<file path="src/include/ppc_map.svh">
`ifndef PPC_MAP_SVH
`define PPC_MAP_SVH
`define PPC_TMR_W 4
`define PPC_RTP_W 8
`define PPC_ANA_W 2
`define PPC_DIR_RST 1'b1
`define PPC_LATCH_RST 1'b0
`define PPC_PU_RST 1'b0
`define PPC_MODE_RST 1'b0
`define PPC_RD_ZERO 1'b0
`define PPC_CHIPRST_RST 1'b1
`define PPC_PIN_RST 1'b0
`endif

</file>
<file path="src/include/ppc_pkg.sv">
package ppc_pkg;
   typedef enum logic [0:0] {
      PPC_PORT_MODE = 1'b0,
      PPC_CTRL_MODE = 1'b1
   } ppc_mode_t;
endpackage

</file>
<file path="src/design/ppc_port_ctrl.sv">
`timescale 1ns/1ps
`include "ppc_map.svh"
// Notes on behaviour
// - The timer port has four lines, each set as input or output.
// - A timer line has a pull-up when enabled, in any direction.
// - In control mode each timer line clocks its timer channel.
// - In control mode each timer line is driven by its timer output.
// - Each real-time line chooses port or control mode on its own.
// - In port mode each real-time line follows its own direction bit.
// - A real-time line has a pull-up when enabled, in any direction.
// - Real-time control lines load prepared data only on the trigger.
// - Reads of real-time lines in control mode return zero.
// - The two analog lines change mode together as a pair.
// - In port mode each analog line follows its own direction bit.
// - The analog lines have no pull-up and no pull-up enables.
// - In control mode the converter drives the analog lines; reads undefined.
// - A low level on the reset pin resets the logic, high lets it run.
module ppc_port_ctrl #(
   parameter int TMR_W = `PPC_TMR_W,
   parameter int RTP_W = `PPC_RTP_W,
   parameter int ANA_W = `PPC_ANA_W
) (
   input wire logic clock,
   input wire logic rst,
   input wire logic sysResetN,
   output logic chipReset,
   // Timer port; direction bit 1 = input
   input wire logic [TMR_W-1:0] timerDir,
   input wire logic [TMR_W-1:0] timerLatch,
   input wire logic [TMR_W-1:0] timerPullUpEn,
   input wire logic [TMR_W-1:0] timerCtrlMode,
   input wire logic [TMR_W-1:0] timer_wave_out,
   output logic [TMR_W-1:0] timer_ext_clk_in,
   input wire logic [TMR_W-1:0] timerPortIn,
   output logic [TMR_W-1:0] timerPortOut,
   output logic [TMR_W-1:0] timerPortOe,
   output logic [TMR_W-1:0] timerPortPullUp,
   output logic [TMR_W-1:0] timerReadData,
   // Real-time output port
   input wire logic [RTP_W-1:0] rtDir,
   input wire logic [RTP_W-1:0] rtLatch,
   input wire logic [RTP_W-1:0] rtPullUpEn,
   input wire logic [RTP_W-1:0] rtCtrlMode,
   input wire logic [RTP_W-1:0] rtPrepData,
   input wire logic rtTrigger,
   input wire logic [RTP_W-1:0] realtimePortIn,
   output logic [RTP_W-1:0] realtimePortOut,
   output logic [RTP_W-1:0] realtimePortOe,
   output logic [RTP_W-1:0] realtimePortPullUp,
   output logic [RTP_W-1:0] rtReadData,
   // Analog output port, no pull-ups
   input wire logic [ANA_W-1:0] analog_port_dir_bit,
   input wire logic [ANA_W-1:0] anaLatch,
   input wire logic anaCtrlMode,
   input wire logic [ANA_W-1:0] analogPortIn,
   output logic [ANA_W-1:0] analogPortOut,
   output logic [ANA_W-1:0] analogPortOe,
   output logic [ANA_W-1:0] dacOutEn,
   output logic [ANA_W-1:0] anaReadData
);
   logic [RTP_W-1:0] trig_sync_out_r;
   logic [TMR_W-1:0] tmrIn_r;
   logic [RTP_W-1:0] rtIn_r;
   logic [ANA_W-1:0] anaIn_r;
   logic sysRstSeen_r;
   logic sysRstSeen_nxt;
   logic [RTP_W-1:0] trig_sync_out_nxt;
   logic [TMR_W-1:0] tmrCtl;
   logic [RTP_W-1:0] rtCtl;
   logic anaCtl;

   // Every port needs at least one line
   generate
      if (TMR_W < 1) begin : gBadTmr
         $error("ppc_port_ctrl: TMR_W must be at least one");
      end

      if (RTP_W < 1) begin : gBadRtp
         $error("ppc_port_ctrl: RTP_W must be at least one");
      end

      if (ANA_W < 1) begin : gBadAna
         $error("ppc_port_ctrl: ANA_W must be at least one");
      end
   endgenerate

   // Control mode is refused while a reset request is pending
   function automatic logic in_ctrl(
      input logic modeBit,
      input logic rstSeen
   );
      ppc_pkg::ppc_mode_t mode;
      mode = ppc_pkg::ppc_mode_t'(modeBit);
      return (mode == ppc_pkg::PPC_CTRL_MODE) && !rstSeen;
   endfunction

   // Direction bit 1 means input; control mode always drives
   function automatic logic drive_en(
      input logic ctl,
      input logic dirIn
   );
      logic en;
      en = ctl | ~dirIn;
      return en;
   endfunction

   // Driven lines read back their own value, released lines the pin sample
   function automatic logic read_back(
      input logic oe,
      input logic drv,
      input logic pin
   );
      if (oe) begin
         return drv;
      end
      return pin;
   endfunction

   // Reset pin is a level request, sampled like any other pin
   always_comb begin
      sysRstSeen_nxt = ~sysResetN;
   end

   always_ff @(posedge clock or posedge rst) begin
      if (rst) begin
         sysRstSeen_r <= `PPC_CHIPRST_RST;
      end else begin
         sysRstSeen_r <= sysRstSeen_nxt;
      end
   end
   assign chipReset = sysRstSeen_r;

   // One sample per edge; read data of input lines lags the pin by a cycle
   always_ff @(posedge clock or posedge rst) begin
      if (rst) begin
         tmrIn_r <= {TMR_W{`PPC_PIN_RST}};
      end else begin
         tmrIn_r <= timerPortIn;
      end
   end

   always_ff @(posedge clock or posedge rst) begin
      if (rst) begin
         rtIn_r <= {RTP_W{`PPC_PIN_RST}};
      end else begin
         rtIn_r <= realtimePortIn;
      end
   end

   always_ff @(posedge clock or posedge rst) begin
      if (rst) begin
         anaIn_r <= {ANA_W{`PPC_PIN_RST}};
      end else begin
         anaIn_r <= analogPortIn;
      end
   end

   // Held until the next trigger or a reset request, so software may prepare data at leisure
   always_comb begin
      trig_sync_out_nxt = trig_sync_out_r;
      if (sysRstSeen_r) begin
         trig_sync_out_nxt = {RTP_W{`PPC_LATCH_RST}};
      end else if (rtTrigger) begin
         trig_sync_out_nxt = rtPrepData;
      end
   end

   always_ff @(posedge clock or posedge rst) begin
      if (rst) begin
         trig_sync_out_r <= {RTP_W{`PPC_LATCH_RST}};
      end else begin
         trig_sync_out_r <= trig_sync_out_nxt;
      end
   end

   // One mode bit serves both analog lines, so they can never split
   assign anaCtl = in_ctrl(anaCtrlMode, sysRstSeen_r);

   genvar i;

   generate
      for (i = 0; i < TMR_W; i++) begin : gTmr
         assign tmrCtl[i] = in_ctrl(timerCtrlMode[i], sysRstSeen_r);
         assign timerPortOe[i] = drive_en(tmrCtl[i], timerDir[i]);
         assign timerPortOut[i] = tmrCtl[i] ? timer_wave_out[i]
                                            : timerLatch[i];
         assign timerPortPullUp[i] = timerPullUpEn[i];
         assign timer_ext_clk_in[i] = tmrCtl[i] & tmrIn_r[i];
         assign timerReadData[i] = read_back(timerPortOe[i],
                                             timerPortOut[i],
                                             tmrIn_r[i]);
      end
   endgenerate

   generate
      for (i = 0; i < RTP_W; i++) begin : gRtp
         assign rtCtl[i] = in_ctrl(rtCtrlMode[i], sysRstSeen_r);
         assign realtimePortOe[i] = drive_en(rtCtl[i], rtDir[i]);
         assign realtimePortOut[i] = rtCtl[i] ? trig_sync_out_r[i]
                                              : rtLatch[i];
         assign realtimePortPullUp[i] = rtPullUpEn[i];
         // Owned lines read zero, so pending data never leaks to software
         assign rtReadData[i] = rtCtl[i] ? `PPC_RD_ZERO
                              : read_back(~rtDir[i], rtLatch[i], rtIn_r[i]);
      end
   endgenerate

   generate
      for (i = 0; i < ANA_W; i++) begin : gAna
         assign dacOutEn[i] = anaCtl;
         assign analogPortOe[i] = ~anaCtl
                                & ~analog_port_dir_bit[i];
         assign analogPortOut[i] = anaLatch[i];
         // Read is undefined here; the raw pin sample costs nothing extra
         assign anaReadData[i] = anaCtl ? anaIn_r[i]
                               : read_back(analogPortOe[i], anaLatch[i],
                                           anaIn_r[i]);
      end
   endgenerate

   // No pull-up path exists on the analog lines
   // Parking a spare converter line is left to software
endmodule

</file>
<file path="config.mk">
export PLATFORM = sky130hd
export DESIGN_NAME = ppc_port_ctrl
export DESIGN_NICKNAME = d
export VERILOG_FILES = /design/src/include/ppc_pkg.sv /design/src/design/ppc_port_ctrl.sv
export VERILOG_INCLUDE_DIRS = /design/src /design/src/include
export SDC_FILE = /design/constraint.sdc
export NUM_CORES = 1
export LEC_CHECK = 0
export ABC_AREA = 1
export BUFFER_PORTS_ARGS = -buffer_cell sky130_fd_sc_hd__buf_2
export CAP_MARGIN = 20
export CORE_ASPECT_RATIO = 0.9
export CORE_MARGIN = 2
export CORE_UTILIZATION = 33
export CTS_BUF_LIST = sky130_fd_sc_hd__clkbuf_4
export DETAILED_ROUTE_END_ITERATION = 16
export PLACE_DENSITY = 0.79
export SLEW_MARGIN = 20
export SYNTH_ARGS = -nofsm -noshare
export SYNTH_HDL_FRONTEND = slang
export SYNTH_SLANG_ARGS = --single-unit
</file>
<file path="constraint.sdc">
create_clock -name clock -period 1.15 [get_ports clock]
set_input_delay 0.23 -clock clock [delete_from_list [all_inputs] [get_ports clock]]
set_output_delay 0.23 -clock clock [all_outputs]
set_load 0.01 [all_outputs]
</file>
==> results.py, run 1 <==
metrics = {
    "outcome": {
        "status": "finished with violations",
        "violations": "setup timing",
    },
    "power": {
        "pwr-share-seq": 0.432,
        "ir_drop_uv": 407,
        "power_density_nw_per_um2": 820,
        "clkPwrFrac": 0.189,
        "p_int_w": 0.00136,
        "comb_power_share": 0.379,
        "switchingPower_w": 0.000652,
        "power.leakage_nw": 1.39,
        "swShare": 0.325,
    },
    "detailed_routing": {
        "firstDrtPassIters": 4,
        "drtAntennaViolNets": 0,
        "vias_per_cell": 4.45,
        "drtIter0Drc": 30,
        "vias": 1608,
        "wl_per_cell_um": 11.4,
        "routed_wl_mm": 4.11,
        "drc": 0,
    },
    "placement": {
        "gp_congestion": 0.763,
        "dp_cells": 341,
        "io_buffers": 119,
        "dpl.hpwl_mm": 3.12,
    },
    "worst_setup_path": {
        "cp_max_fo": 18,
        "worstSetupPathType": "reg2out",
        "timing.critical_path.buf_inv": 2,
        "cp-end-kind": "output pin",
        "critPathArrivalTime_ps": 1470,
        "cpMostUsedCell": "nand2_2",
        "critPathLaunchType": "flop",
        "cp_slowest_cell": "dfstp_2",
        "rr_worst_depth": 5,
        "r2r-start": "chipReset",
        "cp.required_ps": 920,
        "cpPeakStageDelay_ps": 600,
        "reg2reg_slack_ps": -60,
        "reg2reg_to": "trig_sync_out_r[2]",
        "crit_family": "flip-flops",
        "path_cells": "inv_8 -> nand2_2 -> nand2_1 -> nand3_1 -> nand2_2 -> buf_2",
    },
    "cts": {
        "clockBufferDepth": 2,
        "cts_tree": "built",
        "clock-sinks": 23,
        "numCtsBuffers": 3,
        "clk-insertion-delay-late_ps": 310,
        "cts.clk_slew.worst_paths_ps": 120,
        "htreeDepth": 1,
        "cts-root-buf": "clkbuf_4",
    },
    "sta": {
        "final_hold_viol_count": 0,
        "fin_crit_ps": 1700,
        "slew_headroom": 0.855,
        "fin_ws_ps": -549,
        "max_freq_mhz": 588,
        "rsz0062_at_grt": "yes",
        "finalSetupViolCount": 50,
        "fin_skew_ps": 13.9,
        "finalCritPeriodShare": 1.48,
        "worst_slew_pin_slew_ps": 217,
        "fin_setup_tns_ps": -21170,
        "timing.hold.ws_ps": 30.2,
        "slew_viol_final": 0,
    },
    "die": {
        "fp.coreArea_sq_um": 4070,
        "die_w_um": 72.6,
        "io_pins": 144,
        "rows": 22,
        "initial_core_util": 0.343,
        "die_area_sq_um": 4770,
        "die_h_um": 65.7,
    },
    "yosys": {
        "yosysMostFrequentCell": "nand2_1",
        "synth_cells": 185,
        "synth_top_area_share": 0.394,
        "synth-seq-area-share": 0.413,
        "yosysTopAreaCell": "dfrtp_1",
        "syn-cell-area_sq_um": 1400,
        "synth_fp_nets": 268,
        "yosysWarnings": 0,
        "synth.ff_latch_count": 23,
        "synth_cell_types": 16,
        "syn_avg_cell_area_sq_um": 7.55,
        "synth_edf_count": 0,
        "synth_async_sr_flop_share": 1.00,
        "synthTopCellsByCount": "nand2_1 (36), inv_1 (31), dfrtp_1 (22)",
        "synthFlopType": "dfrtp_1",
        "synthTopCellsByArea": "dfrtp_1 (39%), nand2_1 (9.7%), buf_4 (9.1%)",
    },
    "run": {
        "cap_viol_max_count": 0,
    },
    "global_route": {
        "grt_pass1_vias": 1459,
        "grt_pass1_wl_mm": 5.96,
        "antenna_found_initial": 0,
        "grt_max_degree": 19,
        "grt_overflow": 0,
        "grt_usage": 0.157,
    },
    "finish": {
        "fin_cells": 361,
        "nets": 397,
        "fin_util": 0.601,
        "drive_gt1_frac": 0.613,
        "syn2layout_area_growth_pct": 75.4,
        "antennaDiodeCount": 0,
    },
    "worst_hold_path": {
        "min_to": "chipReset",
        "worstHoldPathCells": 2,
        "holdCritPathClass": "in2reg",
        "hold_start": "sysResetN",
    },
}
-- power by group through the flow --
stage / clock [W] / combinational (W) / sequential [W]
after floorplan: 0 / 0.000429 / 0.000880
after global placement: 0 / 0.000663 / 0.000880
after detailed placement: 0 / 0.000676 / 0.000882
after CTS: 0.000408 / 0.000742 / 0.000868
after global routing: 0.000443 / 0.000833 / 0.000871
final: 0.000381 / 0.000761 / 0.000867
-- cell usage in the layout (no fill, tap or decap), drive strengths merged --
| master | count |
|---|---|
| dlygate4sd3 | 15 |
| inv | 32 |
| nor2 | 15 |
| clkbuf | 3 |
| and2 | 4 |
| nand3 | 20 |
| nand2 | 44 |
| clkinv | 1 |
| dfstp | 1 |
| dfrtp | 22 |
| o21ai | 18 |
| buf | 129 |
| or2 | 1 |
| a21oi | 8 |
-- stage by stage --
| step | cell area (sq um) | power, W | setup WS (ps) |
|---|---|---|---|
| 6_report | 2450 | 0.00201 | -549 |
| 5_1_grt | 2450 | 0.00215 | -642 |
| 4_1_cts | 2360 | 0.00202 | -561 |
| 3_5_place_dp | 2180 | 0.00156 | -270 |
| 3_3_place_gp | 2180 | 0.00154 | -238 |
| 2_1_floorplan | 1620 | 0.00131 | -165 |
-- logic make-up after synthesis --
| logic type | after synthesis | synth area share |
|---|---|---|
| simple gates | 84 | 0.271 |
| flops | 23 | 0.413 |
| compound gates | 26 | 0.115 |
| buf+inv | 52 | 0.202 |
-- per-layer routing --
layer / wire length [um] / up-vias / track usage
met5: 0 / - / 0
met4: 44 / 0 / 0.0579
met3: 289 / 6 / 0.0184
met2: 2160 / 70 / 0.288
met1: 1620 / 723 / 0.186
li1: - / 809 / -
-- state kept, by name (all words and copies together) (netlist names) --
signal	cells
anaIn_r	2
chipReset	1
rtIn_r	8
tmrIn_r	4
trig_sync_out_r	8
-- worst max path at each step --
stage | startpoint | to | slack (ps) | cells past startpoint
global route | chipReset | anaReadData[1] | -640 | 6
detailed placement | chipReset | timerReadData[0] | -270 | 6
global placement | chipReset | timerPortOut[3] | -240 | 5
finish | chipReset | timerReadData[1] | -550 | 6
floorplan | chipReset | rtReadData[0] | -170 | 5
CTS | chipReset | timerReadData[0] | -560 | 6
-- layout make-up --
type,instances,area (sq um)
Fill cell,354,1620
Timing Repair Buffer,144,877
Multi-Input combinational cell,110,781
Sequential cell,23,577
Inverter,32,128
Tap cell,48,60.1
Clock buffer,3,22.5
Clock inverter,1,5.00
-- repair_timing --
action,4_1_cts,5_1_grt
gates cloned,0,0
setup endpoints to repair,47,55
endpoints found under the hold margin,28,8
resized for setup,27,1
buffers inserted,1,0
hold buffers,7,8
Power figures use the tool's default switching activity.
==> run 2, diff against run 1 <==
CORE_ASPECT_RATIO = 1.75   (was 0.9)
CORE_MARGIN = 1   (was 2)
==> run 2 against run 1 <==
The flow still finishes with violations (setup timing). Maximum frequency fell by 3.1%. Worst hold slack got worse by 15 ps. Cell count rose by 1.4%. Largest power group is now combinational cells. Highest routed layer unchanged.
==> results.py, run 2 (synthesis results as in run 1) <==
metrics = {
    "outcome": {
        "status": "finished with violations",
        "violations": "setup timing",
    },
    "worst_hold_path": {
        "hold_start": "timerPortIn[3]",
        "holdCritPathClass": "in2reg",
    },
    "cts": {
        "numCtsBuffers": 3,
        "clockBufferDepth": 2,
        "cts.clk_slew.worst_paths_ps": 130,
        "cts-root-buf": "clkbuf_4",
        "cts_tree": "built",
        "clk-insertion-delay-late_ps": 310,
        "clock-sinks": 23,
        "htreeDepth": 1,
    },
    "sta": {
        "slew_viol_final": 0,
        "final_hold_viol_count": 0,
        "fin_ws_ps": -603,
        "rsz0062_at_grt": "yes",
        "max_freq_mhz": 570,
        "slew_headroom": 0.793,
        "fin_crit_ps": 1750,
        "fin_skew_ps": 3.46,
        "finalCritPeriodShare": 1.52,
        "finalSetupViolCount": 55,
        "worst_slew_pin_slew_ps": 310,
    },
    "worst_setup_path": {
        "worstSetupPathType": "reg2out",
        "cpMostUsedCell": "nand2_2",
        "cp.required_ps": 920,
        "path_cells": "buf_12 -> inv_8 -> nand2_4 -> nand2_2 -> nand3_2 -> nand2_2 -> buf_2",
        "timing.critical_path.buf_inv": 3,
        "r2r-start": "chipReset",
        "cp_max_fo": 6,
        "crit_family": "flip-flops",
        "critPathLaunchType": "flop",
        "cpPeakStageDelay_ps": 570,
        "cp_slowest_cell": "dfstp_2",
        "cp-end-kind": "output pin",
        "startpoint": "chipReset",
        "critPathArrivalTime_ps": 1520,
    },
    "die": {
        "die_w_um": 51.2,
        "die_h_um": 88.1,
        "io_pins": 144,
        "die_area_sq_um": 4510,
        "fp.coreArea_sq_um": 4110,
        "rows": 31,
        "initial_core_util": 0.340,
    },
    "global_route": {
        "grt_pass1_vias": 1656,
        "grt_max_degree": 24,
        "grt_overflow": 0,
        "grt_usage": 0.203,
        "antenna_found_initial": 0,
        "grt_pass1_wl_mm": 6.82,
    },
    "placement": {
        "preCtsSetupSlack_ps": -324,
        "io_buffers": 119,
        "gp_congestion": 0.815,
        "dp_cells": 340,
        "dpl.hpwl_mm": 3.20,
    },
    "finish": {
        "final_common_cell": "buf_2",
        "final_cell_mix": "buf_2 (110), inv_1 (31), dfrtp_1 (22)",
        "fin_util": 0.652,
        "fin_cells": 366,
        "syn2layout_area_growth_pct": 92.1,
        "reg_top3": "rtIn_r (8), trig_sync_out_r (8), tmrIn_r (4)",
        "drive_gt1_frac": 0.672,
        "nets": 401,
        "antennaDiodeCount": 0,
    },
    "detailed_routing": {
        "vias": 1663,
        "drtIter0Drc": 11,
        "drtAntennaViolNets": 0,
        "vias_per_cell": 4.54,
        "routed_wl_mm": 4.73,
        "drc": 0,
        "wl_per_cell_um": 12.9,
        "firstDrtPassIters": 4,
    },
    "power": {
        "ir_drop_uv": 614,
        "p_total_w": 0.00213,
        "power_density_nw_per_um2": 792,
        "power.leakage_nw": 1.45,
    },
    "run": {
        "cap_viol_max_count": 0,
    },
}
## run 2: cell types whose count changed in the layout (fill, tap and decap cells not counted), moves of 3 or more
cell     previous run  this run
buf_4              10         7
buf_6               9        12
nand2_1            12         5
nand2_4            15        18
nand2_8             0         5
nand3_1            19        12
nand3_2             1         8
o21ai_0             2         6
o21ai_1             8         1
## run 2: final cells by class
type                       instances  area (sq um)
fill                             367          1430
sequential                        23           577
timing repair buffer             146           928
multi-input combinational        110           946
clock buffer                       3          22.5
inverter                          32           128
tap                               49          61.3
timing repair inverter             2          15.0
clock inverter                     1          5.00
## run 2: worst register-to-register path, stage by stage, from the launching register on
cell	delay, ps
dfstp_2	400
buf_12	140
buf_4	130
buf_6	100
or2_4	240
buf_12	140
o21ai_4	110
## run 2: final timing paths
path | to | slack (ps) | cells after the start
max | timerReadData[0] | -600 | 7
min | tmrIn_r[3] | 20 | 1
max reg2reg | trig_sync_out_r[1] | -180 | 6
min reg2reg | trig_sync_out_r[6] | 530 | 2
max in group asynchronous | chipReset | 370 | 4
min in group asynchronous | trig_sync_out_r[4] | 500 | 4
## run 2: per-layer routing
| layer | share of wire | vias to the layer above | global-route usage |
|---|---|---|---|
| met4 | 0.032 | 0 | 0.0934 |
| met5 | 0 | - | 0 |
| met1 | 0.29 | 767 | 0.179 |
| li1 | - | 818 | - |
| met2 | 0.64 | 62 | 0.432 |
| met3 | 0.044 | 16 | 0.0122 |
## run 2: power by group
part           total [W]  internal, W  switching, W
sequential      0.000867     0.000852     0.0000151
clock           0.000391     0.000130      0.000261
combinational   0.000868     0.000421      0.000446
total            0.00213      0.00140      0.000722
## run 2: through the flow
step | hold WS [ps] | instance area (sq um) | TNS (ps)
CTS | 0.689 | 2490 | -24710
detailed placement | 295 | 2170 | -8860
global placement | 289 | 2170 | -7850
global route | 2.30 | 2680 | -29070
finish | 15.2 | 2680 | -25650
floorplan | 231 | 1620 | -3490
## run 2: what timing repair did
| action | 4_1_cts | 5_1_grt |
|---|---|---|
| buffers inserted | 3 | 2 |
| setup endpoints to repair | 55 | 55 |
| cloned | 2 | 0 |
| pin swaps | 1 | 2 |
| hold buffers | 12 | 3 |
| gates resized for setup | 32 | 29 |
| endpoints found under the hold margin | 33 | 3 |
